**src/prl_pkg.sv**
```systemverilog
// Purpose: constants for the pin remap lock guard
// Assumes: APB register map, 32-bit aligned words
// Notes: offsets in bytes
package prl_pkg;
  localparam int NUM_PINS = 26;
  localparam int NUM_IN_REGS = 20;
  localparam int NUM_OUT_REGS = 13;
  localparam int NUM_PERIPH_IN = 40;
  localparam int NUM_PERIPH_OUT = 32;
  localparam int ANALOG_BITS = 16;
  // --------------------------------------------------------------
  // register offsets
  // --------------------------------------------------------------
  localparam logic [11:0] OFS_OSC_CTRL = 12'h000;
  localparam logic [11:0] OFS_ANALOG_CFG_LOW = 12'h004;
  localparam logic [11:0] OFS_ANALOG_CFG_HIGH = 12'h008;
  localparam logic [11:0] OFS_PIN_STATE = 12'h00c;
  localparam logic [11:0] OFS_GUARD_STATUS = 12'h010;
  localparam logic [11:0] OFS_IN_MAP_BASE = 12'h100;
  localparam logic [11:0] OFS_OUT_MAP_BASE = 12'h200;
  // --------------------------------------------------------------
  // fields
  // --------------------------------------------------------------
  localparam int LOCK_BIT = 6;
  localparam int FUSE_BIT = 5;
  localparam int FIELD_HI_LSB = 8;
  localparam int FIELD_LO_LSB = 0;
  localparam logic [7:0] KEY_FIRST = 8'h46;
  localparam logic [7:0] KEY_SECOND = 8'h57;
  localparam logic [4:0] SEL_TIE_LOW = 5'h1f;
  localparam logic [4:0] SEL_MAX_PIN = 5'h19;
  localparam logic [4:0] SEL_NULL = 5'h00;
  localparam logic [15:0] IN_MAP0_MASK = 16'h1f00;
  localparam logic [15:0] MAP_MASK = 16'h1f1f;
  // --------------------------------------------------------------
  // reset values
  // --------------------------------------------------------------
  localparam logic [15:0] IN_MAP0_RESET = 16'h1f00;
  localparam logic [15:0] IN_MAP_RESET = 16'h1f1f;
  localparam logic [15:0] OUT_MAP_RESET = 16'h0000;
  localparam logic [15:0] ANALOG_CFG_RESET = 16'h0000;
  localparam logic [NUM_PINS-1:0] ANALOG_SHARED = 26'h00001ff;
  typedef enum logic [1:0] {KEY_IDLE, KEY_GOT_FIRST, KEY_ARMED} prl_key_t;
endpackage

```
**src/prl_guard.sv**
```systemverilog
// Purpose: lock guard and mux control for remappable pins
// Assumes: APB slave, MCLK 10 MHz, NRST async active low
// Notes: answers every transfer in its first access cycle
`timescale 1ns/1ps
`default_nettype none
module prl_guard (
  input wire logic MCLK, // system clock
  input wire logic NRST, // async reset, active low
  input wire logic CE, // clock enable, freezes state when low
  input wire logic PSEL, // apb select
  input wire logic PENABLE, // apb enable
  input wire logic PWRITE, // apb direction
  input wire logic [11:0] PADDR, // apb byte address
  input wire logic [31:0] PWDATA, // apb write data
  input wire logic [3:0] PSTRB, // apb byte strobes
  output logic PREADY, // apb ready
  output logic [31:0] PRDATA, // apb read data
  output logic PSLVERR, // apb error, unmapped address
  input wire logic SINGLE_SESSION_LOCK_FUSE, // config word fuse level
  input wire logic [25:0] PIN_IN, // pad input levels
  input wire logic [25:0] PORT_OUT, // default port output data
  input wire logic [25:0] PIN_DIRECTION, // direction, 1 is input
  input wire logic [31:0] PERIPH_OUT, // peripheral outputs by select code
  output logic [25:0] PIN_OUT, // pad output data
  output logic [25:0] PIN_OE, // pad output enable, high drives
  output logic [25:0] PIN_DIGITAL, // digital read of each pin
  output logic [39:0] PERIPH_IN, // routed peripheral inputs
  output logic MAPPING_WRITE_LOCK, // current lock state
  output logic CONFIG_MISMATCH_RESET // shadow mismatch reset request
);
  // ------------------------------------------------------------
  // input synchronisers
  // ------------------------------------------------------------
  logic [26:0] sync1;
  logic [26:0] sync2;
  logic [26:0] sync3;
  logic [26:0] stable;
  wire [26:0] raw_in = {SINGLE_SESSION_LOCK_FUSE, PIN_IN};
  always_ff @(posedge MCLK or negedge NRST) begin
    if (!NRST) begin
      sync1 <= 27'h4000000;
      sync2 <= 27'h4000000;
      sync3 <= 27'h4000000;
    end else if (CE) begin
      sync1 <= raw_in;
      sync2 <= sync1;
      sync3 <= sync2;
    end
  end
  // fuse reset high so one-session protection holds from the start
  genvar g;
  generate
    for (g = 0; g < 27; g++) begin : g_stable
      always_ff @(posedge MCLK or negedge NRST) begin
        if (!NRST) begin
          stable[g] <= (g == 26) ? 1'b1 : 1'b0;
        end else if (CE && (sync2[g] == sync3[g])) begin
          stable[g] <= sync3[g];
        end
      end
    end
  endgenerate
  wire fuse_one_way = stable[26];
  wire [25:0] pin_level = stable[25:0];
  // ------------------------------------------------------------
  // apb decode
  // ------------------------------------------------------------
  logic lock;
  prl_pkg::prl_key_t key_state;
  logic [15:0] in_map [0:prl_pkg::NUM_IN_REGS-1];
  logic [15:0] in_shadow [0:prl_pkg::NUM_IN_REGS-1];
  logic [15:0] out_map [0:prl_pkg::NUM_OUT_REGS-1];
  logic [15:0] out_shadow [0:prl_pkg::NUM_OUT_REGS-1];
  logic [15:0] analog_cfg_low;
  logic [15:0] analog_cfg_high;
  wire setup = PSEL && !PENABLE && !PREADY;
  wire access_done = PSEL && PENABLE && PREADY;
  wire wr = access_done && PWRITE;
  wire low_lane = PSTRB[0];
  wire [11:0] in_off = PADDR - prl_pkg::OFS_IN_MAP_BASE;
  wire [11:0] out_off = PADDR - prl_pkg::OFS_OUT_MAP_BASE;
  wire [9:0] in_idx = in_off[11:2];
  wire [9:0] out_idx = out_off[11:2];
  wire hit_in = (PADDR >= prl_pkg::OFS_IN_MAP_BASE) && (in_idx < 10'(prl_pkg::NUM_IN_REGS))
    && (PADDR[1:0] == 2'h0);
  wire hit_out = (PADDR >= prl_pkg::OFS_OUT_MAP_BASE) && (out_idx < 10'(prl_pkg::NUM_OUT_REGS))
    && (PADDR[1:0] == 2'h0);
  wire hit_osc = PADDR == prl_pkg::OFS_OSC_CTRL;
  wire hit_alow = PADDR == prl_pkg::OFS_ANALOG_CFG_LOW;
  wire hit_ahigh = PADDR == prl_pkg::OFS_ANALOG_CFG_HIGH;
  wire hit_pins = PADDR == prl_pkg::OFS_PIN_STATE;
  wire hit_status = PADDR == prl_pkg::OFS_GUARD_STATUS;
  wire hit_any = hit_in || hit_out || hit_osc || hit_alow || hit_ahigh || hit_pins || hit_status;
  wire [4:0] in_sel = in_idx[4:0];
  wire [3:0] out_sel = out_idx[3:0];
  // ------------------------------------------------------------
  // key sequence and lock
  // ------------------------------------------------------------
  wire osc_wr = wr && hit_osc && low_lane;
  wire key1 = osc_wr && (PWDATA[7:0] == prl_pkg::KEY_FIRST);
  wire key2 = osc_wr && (PWDATA[7:0] == prl_pkg::KEY_SECOND);
  wire frozen = fuse_one_way && lock;
  wire lock_update = osc_wr && (key_state == prl_pkg::KEY_ARMED) && !frozen;
  prl_pkg::prl_key_t next_key_state;
  always_comb begin
    next_key_state = key_state;
    if (wr) begin
      case (key_state)
        prl_pkg::KEY_IDLE: next_key_state = (key1 && !frozen) ? prl_pkg::KEY_GOT_FIRST : prl_pkg::KEY_IDLE;
        prl_pkg::KEY_GOT_FIRST: next_key_state = key2 ? prl_pkg::KEY_ARMED : prl_pkg::KEY_IDLE;
        prl_pkg::KEY_ARMED: next_key_state = prl_pkg::KEY_IDLE;
        default: next_key_state = prl_pkg::KEY_IDLE;
      endcase
    end
  end
  always_ff @(posedge MCLK or negedge NRST) begin
    if (!NRST) begin
      key_state <= prl_pkg::KEY_IDLE;
      lock <= 1'b0;
    end else if (CE) begin
      key_state <= next_key_state;
      if (lock_update) begin
        lock <= PWDATA[prl_pkg::LOCK_BIT];
      end
    end
  end
  // ------------------------------------------------------------
  // mapping registers and shadows
  // ------------------------------------------------------------
  wire map_wr_ok = wr && !lock;
  wire [15:0] in_wdata = PWDATA[15:0] &
    ((in_sel == 5'h0) ? prl_pkg::IN_MAP0_MASK : prl_pkg::MAP_MASK);
  wire [15:0] out_wdata = PWDATA[15:0] & prl_pkg::MAP_MASK;
  always_ff @(posedge MCLK or negedge NRST) begin
    if (!NRST) begin
      for (int i = 0; i < prl_pkg::NUM_IN_REGS; i++) begin
        in_map[i] <= (i == 0) ? prl_pkg::IN_MAP0_RESET : prl_pkg::IN_MAP_RESET;
        in_shadow[i] <= (i == 0) ? prl_pkg::IN_MAP0_RESET : prl_pkg::IN_MAP_RESET;
      end
      for (int i = 0; i < prl_pkg::NUM_OUT_REGS; i++) begin
        out_map[i] <= prl_pkg::OUT_MAP_RESET;
        out_shadow[i] <= prl_pkg::OUT_MAP_RESET;
      end
    end else if (CE) begin
      if (map_wr_ok && hit_in) begin
        in_map[in_sel] <= in_wdata;
        in_shadow[in_sel] <= in_wdata;
      end
      if (map_wr_ok && hit_out) begin
        out_map[out_sel] <= out_wdata;
        out_shadow[out_sel] <= out_wdata;
      end
    end
  end
  logic mismatch;
  always_comb begin
    mismatch = 1'b0;
    for (int i = 0; i < prl_pkg::NUM_IN_REGS; i++) begin
      mismatch = mismatch | (in_map[i] != in_shadow[i]);
    end
    for (int i = 0; i < prl_pkg::NUM_OUT_REGS; i++) begin
      mismatch = mismatch | (out_map[i] != out_shadow[i]);
    end
  end
  // ------------------------------------------------------------
  // analog configuration
  // ------------------------------------------------------------
  always_ff @(posedge MCLK or negedge NRST) begin
    if (!NRST) begin
      analog_cfg_low <= prl_pkg::ANALOG_CFG_RESET;
      analog_cfg_high <= prl_pkg::ANALOG_CFG_RESET;
    end else if (CE) begin
      if (wr && hit_alow) begin
        analog_cfg_low <= PWDATA[15:0];
      end
      if (wr && hit_ahigh) begin
        analog_cfg_high <= PWDATA[15:0];
      end
    end
  end
  logic [25:0] is_analog;
  logic [25:0] digital_level;
  always_comb begin
    for (int i = 0; i < prl_pkg::NUM_PINS; i++) begin
      if (i < prl_pkg::ANALOG_BITS) begin
        is_analog[i] = prl_pkg::ANALOG_SHARED[i] && !(analog_cfg_low[i] && analog_cfg_high[i]);
      end else begin
        is_analog[i] = prl_pkg::ANALOG_SHARED[i];
      end
      digital_level[i] = pin_level[i] && !is_analog[i];
    end
  end
  // ------------------------------------------------------------
  // input routing
  // ------------------------------------------------------------
  logic [39:0] next_periph_in;
  always_comb begin
    logic [4:0] sel;
    sel = 5'h0;
    next_periph_in = '0;
    for (int k = 0; k < prl_pkg::NUM_PERIPH_IN; k++) begin
      sel = (k % 2 == 1) ? in_map[k / 2][prl_pkg::FIELD_HI_LSB +: 5] : in_map[k / 2][prl_pkg::FIELD_LO_LSB +: 5];
      if (sel == prl_pkg::SEL_TIE_LOW || sel > prl_pkg::SEL_MAX_PIN) begin
        next_periph_in[k] = 1'b0;
      end else begin
        next_periph_in[k] = digital_level[sel];
      end
    end
  end
  // ------------------------------------------------------------
  // output routing and pin priority
  // ------------------------------------------------------------
  logic [25:0] next_pin_out;
  logic [25:0] next_pin_oe;
  always_comb begin
    logic [4:0] osel;
    osel = 5'h0;
    for (int p = 0; p < prl_pkg::NUM_PINS; p++) begin
      osel = (p % 2 == 1) ? out_map[p / 2][prl_pkg::FIELD_HI_LSB +: 5] : out_map[p / 2][prl_pkg::FIELD_LO_LSB +: 5];
      if (is_analog[p]) begin
        next_pin_out[p] = 1'b0;
        next_pin_oe[p] = 1'b0;
      end else if (osel != prl_pkg::SEL_NULL) begin
        next_pin_out[p] = PERIPH_OUT[osel];
        next_pin_oe[p] = !PIN_DIRECTION[p];
      end else begin
        next_pin_out[p] = PORT_OUT[p];
        next_pin_oe[p] = !PIN_DIRECTION[p];
      end
    end
  end
  // ------------------------------------------------------------
  // read mux
  // ------------------------------------------------------------
  wire [31:0] osc_rd = {25'h0, lock, fuse_one_way, 3'h0, key_state};
  wire [31:0] status_rd = {30'h0, mismatch, lock};
  wire [31:0] rd_data = hit_in ? {16'h0, in_map[in_sel]} :
    hit_out ? {16'h0, out_map[out_sel]} :
    hit_osc ? osc_rd :
    hit_alow ? {16'h0, analog_cfg_low} :
    hit_ahigh ? {16'h0, analog_cfg_high} :
    hit_pins ? {6'h0, digital_level} :
    hit_status ? status_rd : 32'h0;
  // ------------------------------------------------------------
  // registered outputs
  // ------------------------------------------------------------
  always_ff @(posedge MCLK or negedge NRST) begin
    if (!NRST) begin
      PREADY <= 1'b0;
      PRDATA <= 32'h0;
      PSLVERR <= 1'b0;
    end else if (CE) begin
      PREADY <= setup;
      PSLVERR <= setup && !hit_any;
      PRDATA <= (setup && !PWRITE) ? rd_data : 32'h0;
    end
  end
  always_ff @(posedge MCLK or negedge NRST) begin
    if (!NRST) begin
      PIN_OUT <= '0;
      PIN_OE <= '0;
      PIN_DIGITAL <= '0;
      PERIPH_IN <= '0;
      MAPPING_WRITE_LOCK <= 1'b0;
      CONFIG_MISMATCH_RESET <= 1'b0;
    end else if (CE) begin
      PIN_OUT <= next_pin_out;
      PIN_OE <= next_pin_oe;
      PIN_DIGITAL <= digital_level;
      PERIPH_IN <= next_periph_in;
      MAPPING_WRITE_LOCK <= lock;
      CONFIG_MISMATCH_RESET <= mismatch;
    end
  end
endmodule
`default_nettype wire

```
**config.mk**
```make
export PLATFORM = sky130hd
export DESIGN_NAME = prl_guard
export DESIGN_NICKNAME = d
export VERILOG_FILES = /design/src/prl_pkg.sv /design/src/prl_guard.sv
export SDC_FILE = /design/constraint.sdc
export NUM_CORES = 2
export LEC_CHECK = 0
export ABC_AREA = 0
export BUFFER_PORTS_ARGS = -buffer_cell sky130_fd_sc_hd__buf_2
export CAP_MARGIN = 40
export CORE_MARGIN = 4
export CORE_UTILIZATION = 45
export CTS_BUF_LIST = sky130_fd_sc_hd__clkbuf_8
export DETAILED_ROUTE_END_ITERATION = 6
export GPL_TIMING_DRIVEN = 0
export PLACE_DENSITY = 0.61
export SETUP_SLACK_MARGIN = 0.05
export SLEW_MARGIN = 5
export SYNTH_ARGS = -nofsm -noshare
export SYNTH_HDL_FRONTEND = slang
export SYNTH_SLANG_ARGS = --single-unit
```
**constraint.sdc**
```tcl
create_clock -name MCLK -period 3 [get_ports MCLK]
set_input_delay 0.15 -clock MCLK [delete_from_list [all_inputs] [get_ports MCLK]]
set_output_delay 0.15 -clock MCLK [all_outputs]
set_load 0.01 [all_outputs]
```
## After elaboration in Yosys (flattened, before gate mapping)

Cells that the tools add are included.

| word-level totals | value |
|---|---|
| flip-flop bits (word level) | 1353 |
| input bits | 165 |
| output and inout port bits | 154 |
| word-level logic and storage cells | 795 |

| cells by class | value |
|---|---|
| $add $sub $neg | 2 |
| $lt $le $gt $ge | 114 |
| eq/ne operators | 108 |
| mux-type cells | 242 |
| bitwise operators | 35 |
| reductions and logical operators | 185 |

Operators by type and width:

| operator | number |
|---|---|
| 320-bit bitwise mux | 2 |
| 16-bit != test | 33 |
| 208-bit bitwise mux | 2 |
| 5-bit by 6-bit less-than comparator with 1-bit output, second input constant | 66 |
| 1-bit binary-select mux with 5-bit select | 66 |
| 5-bit equality test, second input constant | 40 |
| 5-bit > comparator, second input constant | 40 |
| 26-bit two-way mux | 7 |
| 1-bit two-way mux | 151 |
| 5-bit nonzero test | 26 |
| 16-bit two-way mux | 6 |
| 16-bit binary-select mux with 5-bit select | 1 |
| 16-bit demux with 5-bit select | 1 |
| 1-bit logical AND | 71 |
| 16-bit binary-select mux with 4-bit select | 1 |
| 16-bit demux with 4-bit select | 1 |
| 1-bit logical OR | 46 |
| 1-bit zero test | 32 |
| 1-bit OR | 32 |
| 1-bit equality test | 27 |
| 12-bit by 4-bit equality test with 1-bit output, second input constant | 2 |
| 16-bit by 13-bit bitwise AND with 16-bit output | 1 |
| 8-bit by 7-bit equality test with 1-bit output, second input constant | 2 |
| 12-bit by 3-bit equality test with 1-bit output, second input constant | 1 |
| other kinds (22) | 29 |

## Logic depth before layout (Yosys ltp)

| depth | value |
|---|---|
| word-level depth | 41 |
| gate-level depth with buffers | 9 |
| depth with buffers taken out | 7 |

## Worst setup path before layout

OpenSTA, ideal clock, no wires.

| timing | value |
|---|---|
| path kind | register to register |
| start | reg PREADY |
| end | reg in_map[312] (netlist bit) |
| setup time | 82 ps |
| arrival time | 2337 ps |
| data required time | 2918 ps |
| slack | 581 ps |
| cell stages (with the launch flop) | 6 |
| buffers on the path | 0 |
| clock period less this slack | 2419 ps |
| cells stage by stage | dfrtp_1 nand3_2 nor3_1 nand4_2 nor2_2 mux2_2 |

| on the way | value |
|---|---|
| cells in the longest elaborated chain, start to end | 5 |

Ends and longest elaborated chain:

| item | RTL line | source |
|---|---|---|
| start: declaration | prl_guard.sv:16 | `output logic PREADY,` |
| start signal: assignment | prl_guard.sv:253 | `PREADY <= setup;` |
| 1-bit logical AND | prl_guard.sv:77 | `wire access_done = PSEL && PENABLE && PREADY;` |
| 1-bit logical AND | prl_guard.sv:78 | `wire wr = access_done && PWRITE;` |
| 1-bit logical AND | prl_guard.sv:130 | `wire map_wr_ok = wr && !lock;` |
| 1-bit logical AND | prl_guard.sv:145 | `if (map_wr_ok && hit_in) begin` |
| 2-bit AND reduction (no line) | - |  |
| end signal: indexed assignment | prl_guard.sv:137 | `in_map[i] <= (i == 0) ? prl_pkg::IN_MAP0_RESET : prl_pkg::IN_MAP_RESET;` |
| end signal: indexed assignment | prl_guard.sv:146 | `in_map[in_sel] <= in_wdata;` |
| end: declaration | prl_guard.sv:70 | `logic [15:0] in_map [0:prl_pkg::NUM_IN_REGS-1];` |

No other way between the ends.
A chain may end at the register's enable or synchronous reset.

## Worst setup path in the final report

| timing | value |
|---|---|
| start | in PADDR[3] |
| end | reg PRDATA[4] |

| on the way | value |
|---|---|
| cells in the longest elaborated chain, start to end | 8 |
| elaborated cells between the ends (all ways) | 29 |
| those cells by class | 2 x add/sub; 4 x order compare; 3 x eq/ne; 13 x mux; 2 x bitwise; 5 x reduce/logical |

Ends and longest elaborated chain:

| item | RTL line | source |
|---|---|---|
| start: declaration | prl_guard.sv:13 | `input wire logic [11:0] PADDR,` |
| branches (longest 6 deep; another with 12-bit by 10-bit subtractor with 12-bit output) | - |  |
| 26-bit two-way mux * | prl_guard.sv:237 | `wire [31:0] rd_data = hit_in ? {16'h0, in_map[in_sel]} :` |
| 26-bit two-way mux * | prl_guard.sv:255 | `PRDATA <= (setup && !PWRITE) ? rd_data : 32'h0;` |
| end signal: assignment | prl_guard.sv:255 |  |
| end: declaration | prl_guard.sv:17 | `output logic [31:0] PRDATA,` |

Every way passes the cells marked *. The select of a mux whose other input is x is not followed.

==> run summary <==
Iter 0 DRT Violations = 5731
Syn Area/Cell = 12.27 µm²
Critical path's top delay family = buffers and inverters
CP Cell Sequence = buf_2 -> buf_2 -> buf_2 -> buf_2 -> nand2b_1 -> o22ai_1 -> o31ai_1 -> o21ai_0 -> a22oi_1
Most used DFF post-synth = dfrtp_1
Clk_lat worst skew = 0.82 ns
Overflow left after global routing = 0
Commonest cells in the netlist = mux2_2 (491), mux4_2 (483), clkbuf_1 (427)
Most used cell, CP = buf_2
CTS root buffer = clkbuf_8
Largest area contributor in the synthesized netlist = mux4_2
Util after Layout = 0.5304
First-pass GRT wire length = 278300 µm
Most frequent cell after synthesis = mux2_2
Dominant cells by area after synthesis = mux4_2 (25%), dfrtp_1 (24%), mux2_2 (13%), dfstp_2 (12%), mux2i_1 (4.2%)
Worst path max stage delay = 0.87 ns
Number of instances in the placed design = 5200
Pin count of the biggest net entering global routing = 115
Ports = 319
FF+latch count, synth = 620
Antenna violations before repair = 16
Routability cong. = 1.038
Slowest cell on crit path = o31ai_1
Crit path max fanout = 10
Worst hold slack = 0.05578 ns
Die area = 0.1022 mm²
H-tree levels = 3
Tightest Hold Check Type = in2reg
Unrepaired setup endpoints after global routing = false
Non-filler cells, final = 5500
Crit path launch type = input port
Asr flop ratio synth = 1.000
Fillers = 8460
Vias in the first global route = 37260
Core area = 0.09657 mm²
Pre-antenna DRT Iters = 6
Area delta synth->final = 17.17%
Tcrit/Tclk final = 1.011
Post-DP HPWL = 145800 µm
# DRC = 0
CTS buffer count = 112
Post-Synthesis Cells = 3563
Clk slew on worst S/H paths = 0.06 ns
Final hold vios = 0
Pre-CTS WS = -0.9246 ns
Sequential-to-total area share from yosys stat = 0.3606
Clock Sink Count = 620
Layout Skew = 0.06214 ns
Leakage = 0.01921 µW
Via density = 6.986
Outcome = complete, but fails checks
Max_slew headroom = 0.3222
Peak supply drop = 0.3868 mV
Synth top area share = 0.2488
Final Setup Violations = 2
Mapped cell area = 0.04371 mm²
Final Net Count = 4286
WL/cell = 35.84 µm
Critical Path AT = 3.76 ns
Maximum clock rate = 0.3296 GHz
Layout cell share with drive strength beyond 1 = 0.4277
Final wirelength = 197100 µm
Least-Margin Pin Slew = 1.008 ns
Starting Density = 0.4527
Worst EP required = 3.73 ns
Post-synth EDFFs = 0
GRT Total Usage = 0.3776
Post-route setup slack = -0.03397 ns
Max cap viols = 0
Via Count = 38423
CTS tree = done
Final setup TNS = -0.04726 ns
Max Buffers Root-to-Sink = 3
Critical Path Sink Type = register
Failing checks = setup timing
Synth cell types = 81
Final ANT Viol Nets = 0
# port buffers = 290
Final min period = 3.034 ns
Setup Crit Path Kind = in2reg
Die Y = 319.7 µm
Die width = 319.7 µm
Cell area power density = 496.8 mW/mm²
Site Rows = 114
Warnings, synthesis = 0
Final slew viol count = 0
Crit path buf inv count = 4
[metrics by stage]
| step | instance area (µm²) | total power (µW) |
|---|---|---|
| CTS | 51130 | 25140 |
| detailed placement | 47750 | 16060 |
| floorplan | 43740 | 12790 |
| global placement | 46780 | 15740 |
| finish | 51220 | 25450 |
| global route | 51200 | 26010 |
[placed cells by master (no fill, tap or decap), types with 9 or more instances in the layout]
cell and count:
or4_1 9, clkbuf_8 143, nand4_1 29, nand3_1 64, a211oi_1 17, buf_1 68, clkinv_2 18, mux2i_1 182
nor4_1 12, and3_1 12, buf_4 11, a21oi_1 130, nand2_1 150, o31ai_1 9, o22ai_1 27, nor2b_1 20
a22oi_1 42, dfrtp_1 420, mux2_2 491, dlygate4sd3_1 85, nand4b_1 38, nor3_1 46, clkbuf_1 413, o2111a_1 32
dfstp_2 199, inv_1 91, buf_2 317, a2111oi_0 13, mux4_2 483, a22o_1 13, o21ai_0 175, a32o_1 9
buf_6 24, a211o_1 10, buf_8 33, nor2_1 91, a31oi_1 9, o2111ai_1 47, o211ai_1 42
[final cells by class]
class                      count  area, µm²  share of cell area
multi-input combinational   2360      25770              0.5031
sequential                   620      15770              0.3078
timing repair buffer         443       3286             0.06415
buffer                       525       2058             0.04018
clock buffer                 143       1968             0.03843
tap                         1276       1597             0.03117
clock inverter                68      539.3             0.01053
inverter                      57      217.7            0.004251
antenna                        8      20.02           0.0003909
[metal layers]
metal,routed length [µm],global-route usage
met5,10,0
met4,13310,0.2034
met3,28250,0.1390
met2,83490,0.5380
met1,72050,0.5025
[timing repair]
item                       CTS  global route
resized for setup           10            21
hold endpoints to repair   345             0
hold buffers                85             0
buffers inserted             0             1
setup endpoints to repair  112           231
pin swaps                    1             3
[path summary, 6_finish.rpt]
| kind | start | cells after the start | end | slack, ns |
|---|---|---|---|---|
| worst max-delay path | PADDR[3] | 9 | PRDATA[4] | -0.03 |
| worst min register to register | PIN_DIGITAL[2] | 2 | PIN_DIGITAL[2] | 0.48 |
| worst min-delay path | PIN_DIRECTION[20] | 3 | PIN_OE[20] | 0.06 |
| max in group asynchronous | NRST | 6 | sync3[14] | 0.70 |
| min in group asynchronous | NRST | 3 | in_map[300] | 0.53 |
| worst max register to register | digital_level[11] | 6 | PRDATA[11] | 0 |
[tightest hold or removal path, stage by stage]
cell	delay, ns
dlygate4sd3_1	0.53
buf_2	0.09
o21ai_0	0.06
[registers in the layout, indices dropped and copies added, names as in the netlist, 2 cells and up]
register and flops:
analog_cfg_high 16, in_map 200, sync3 27, PIN_OUT 26, analog_cfg_low 16, pin_level 9, sync1 27, PERIPH_IN 40
digital_level 17, PIN_OE 26, out_map 130, PIN_DIGITAL 26, PRDATA 26, sync2 27, key_state 2
[cell families (layout without fill, tap and decap cells)]
group	after synthesis	count (layout)	synth area share
flip-flops	620	620	0.3606
AO/OA/AOI/OAI	629	629	0.09726
XOR/XNOR	2	2	0.0004008
AND/OR/NAND/NOR	559	559	0.07073
other	1	15	0.00008578
adder cells (fa/ha/maj)	2	2	0.0005724
multiplexers	1161	1161	0.4183
buffers and inverters	589	1236	0.05206
[power breakdown]
group | switching [µW] | internal, µW
clock network | 4040 | 4990
registers | 840 | 8860
logic | 4180 | 2540
No activity file was read; power rests on OpenSTA's default activity.
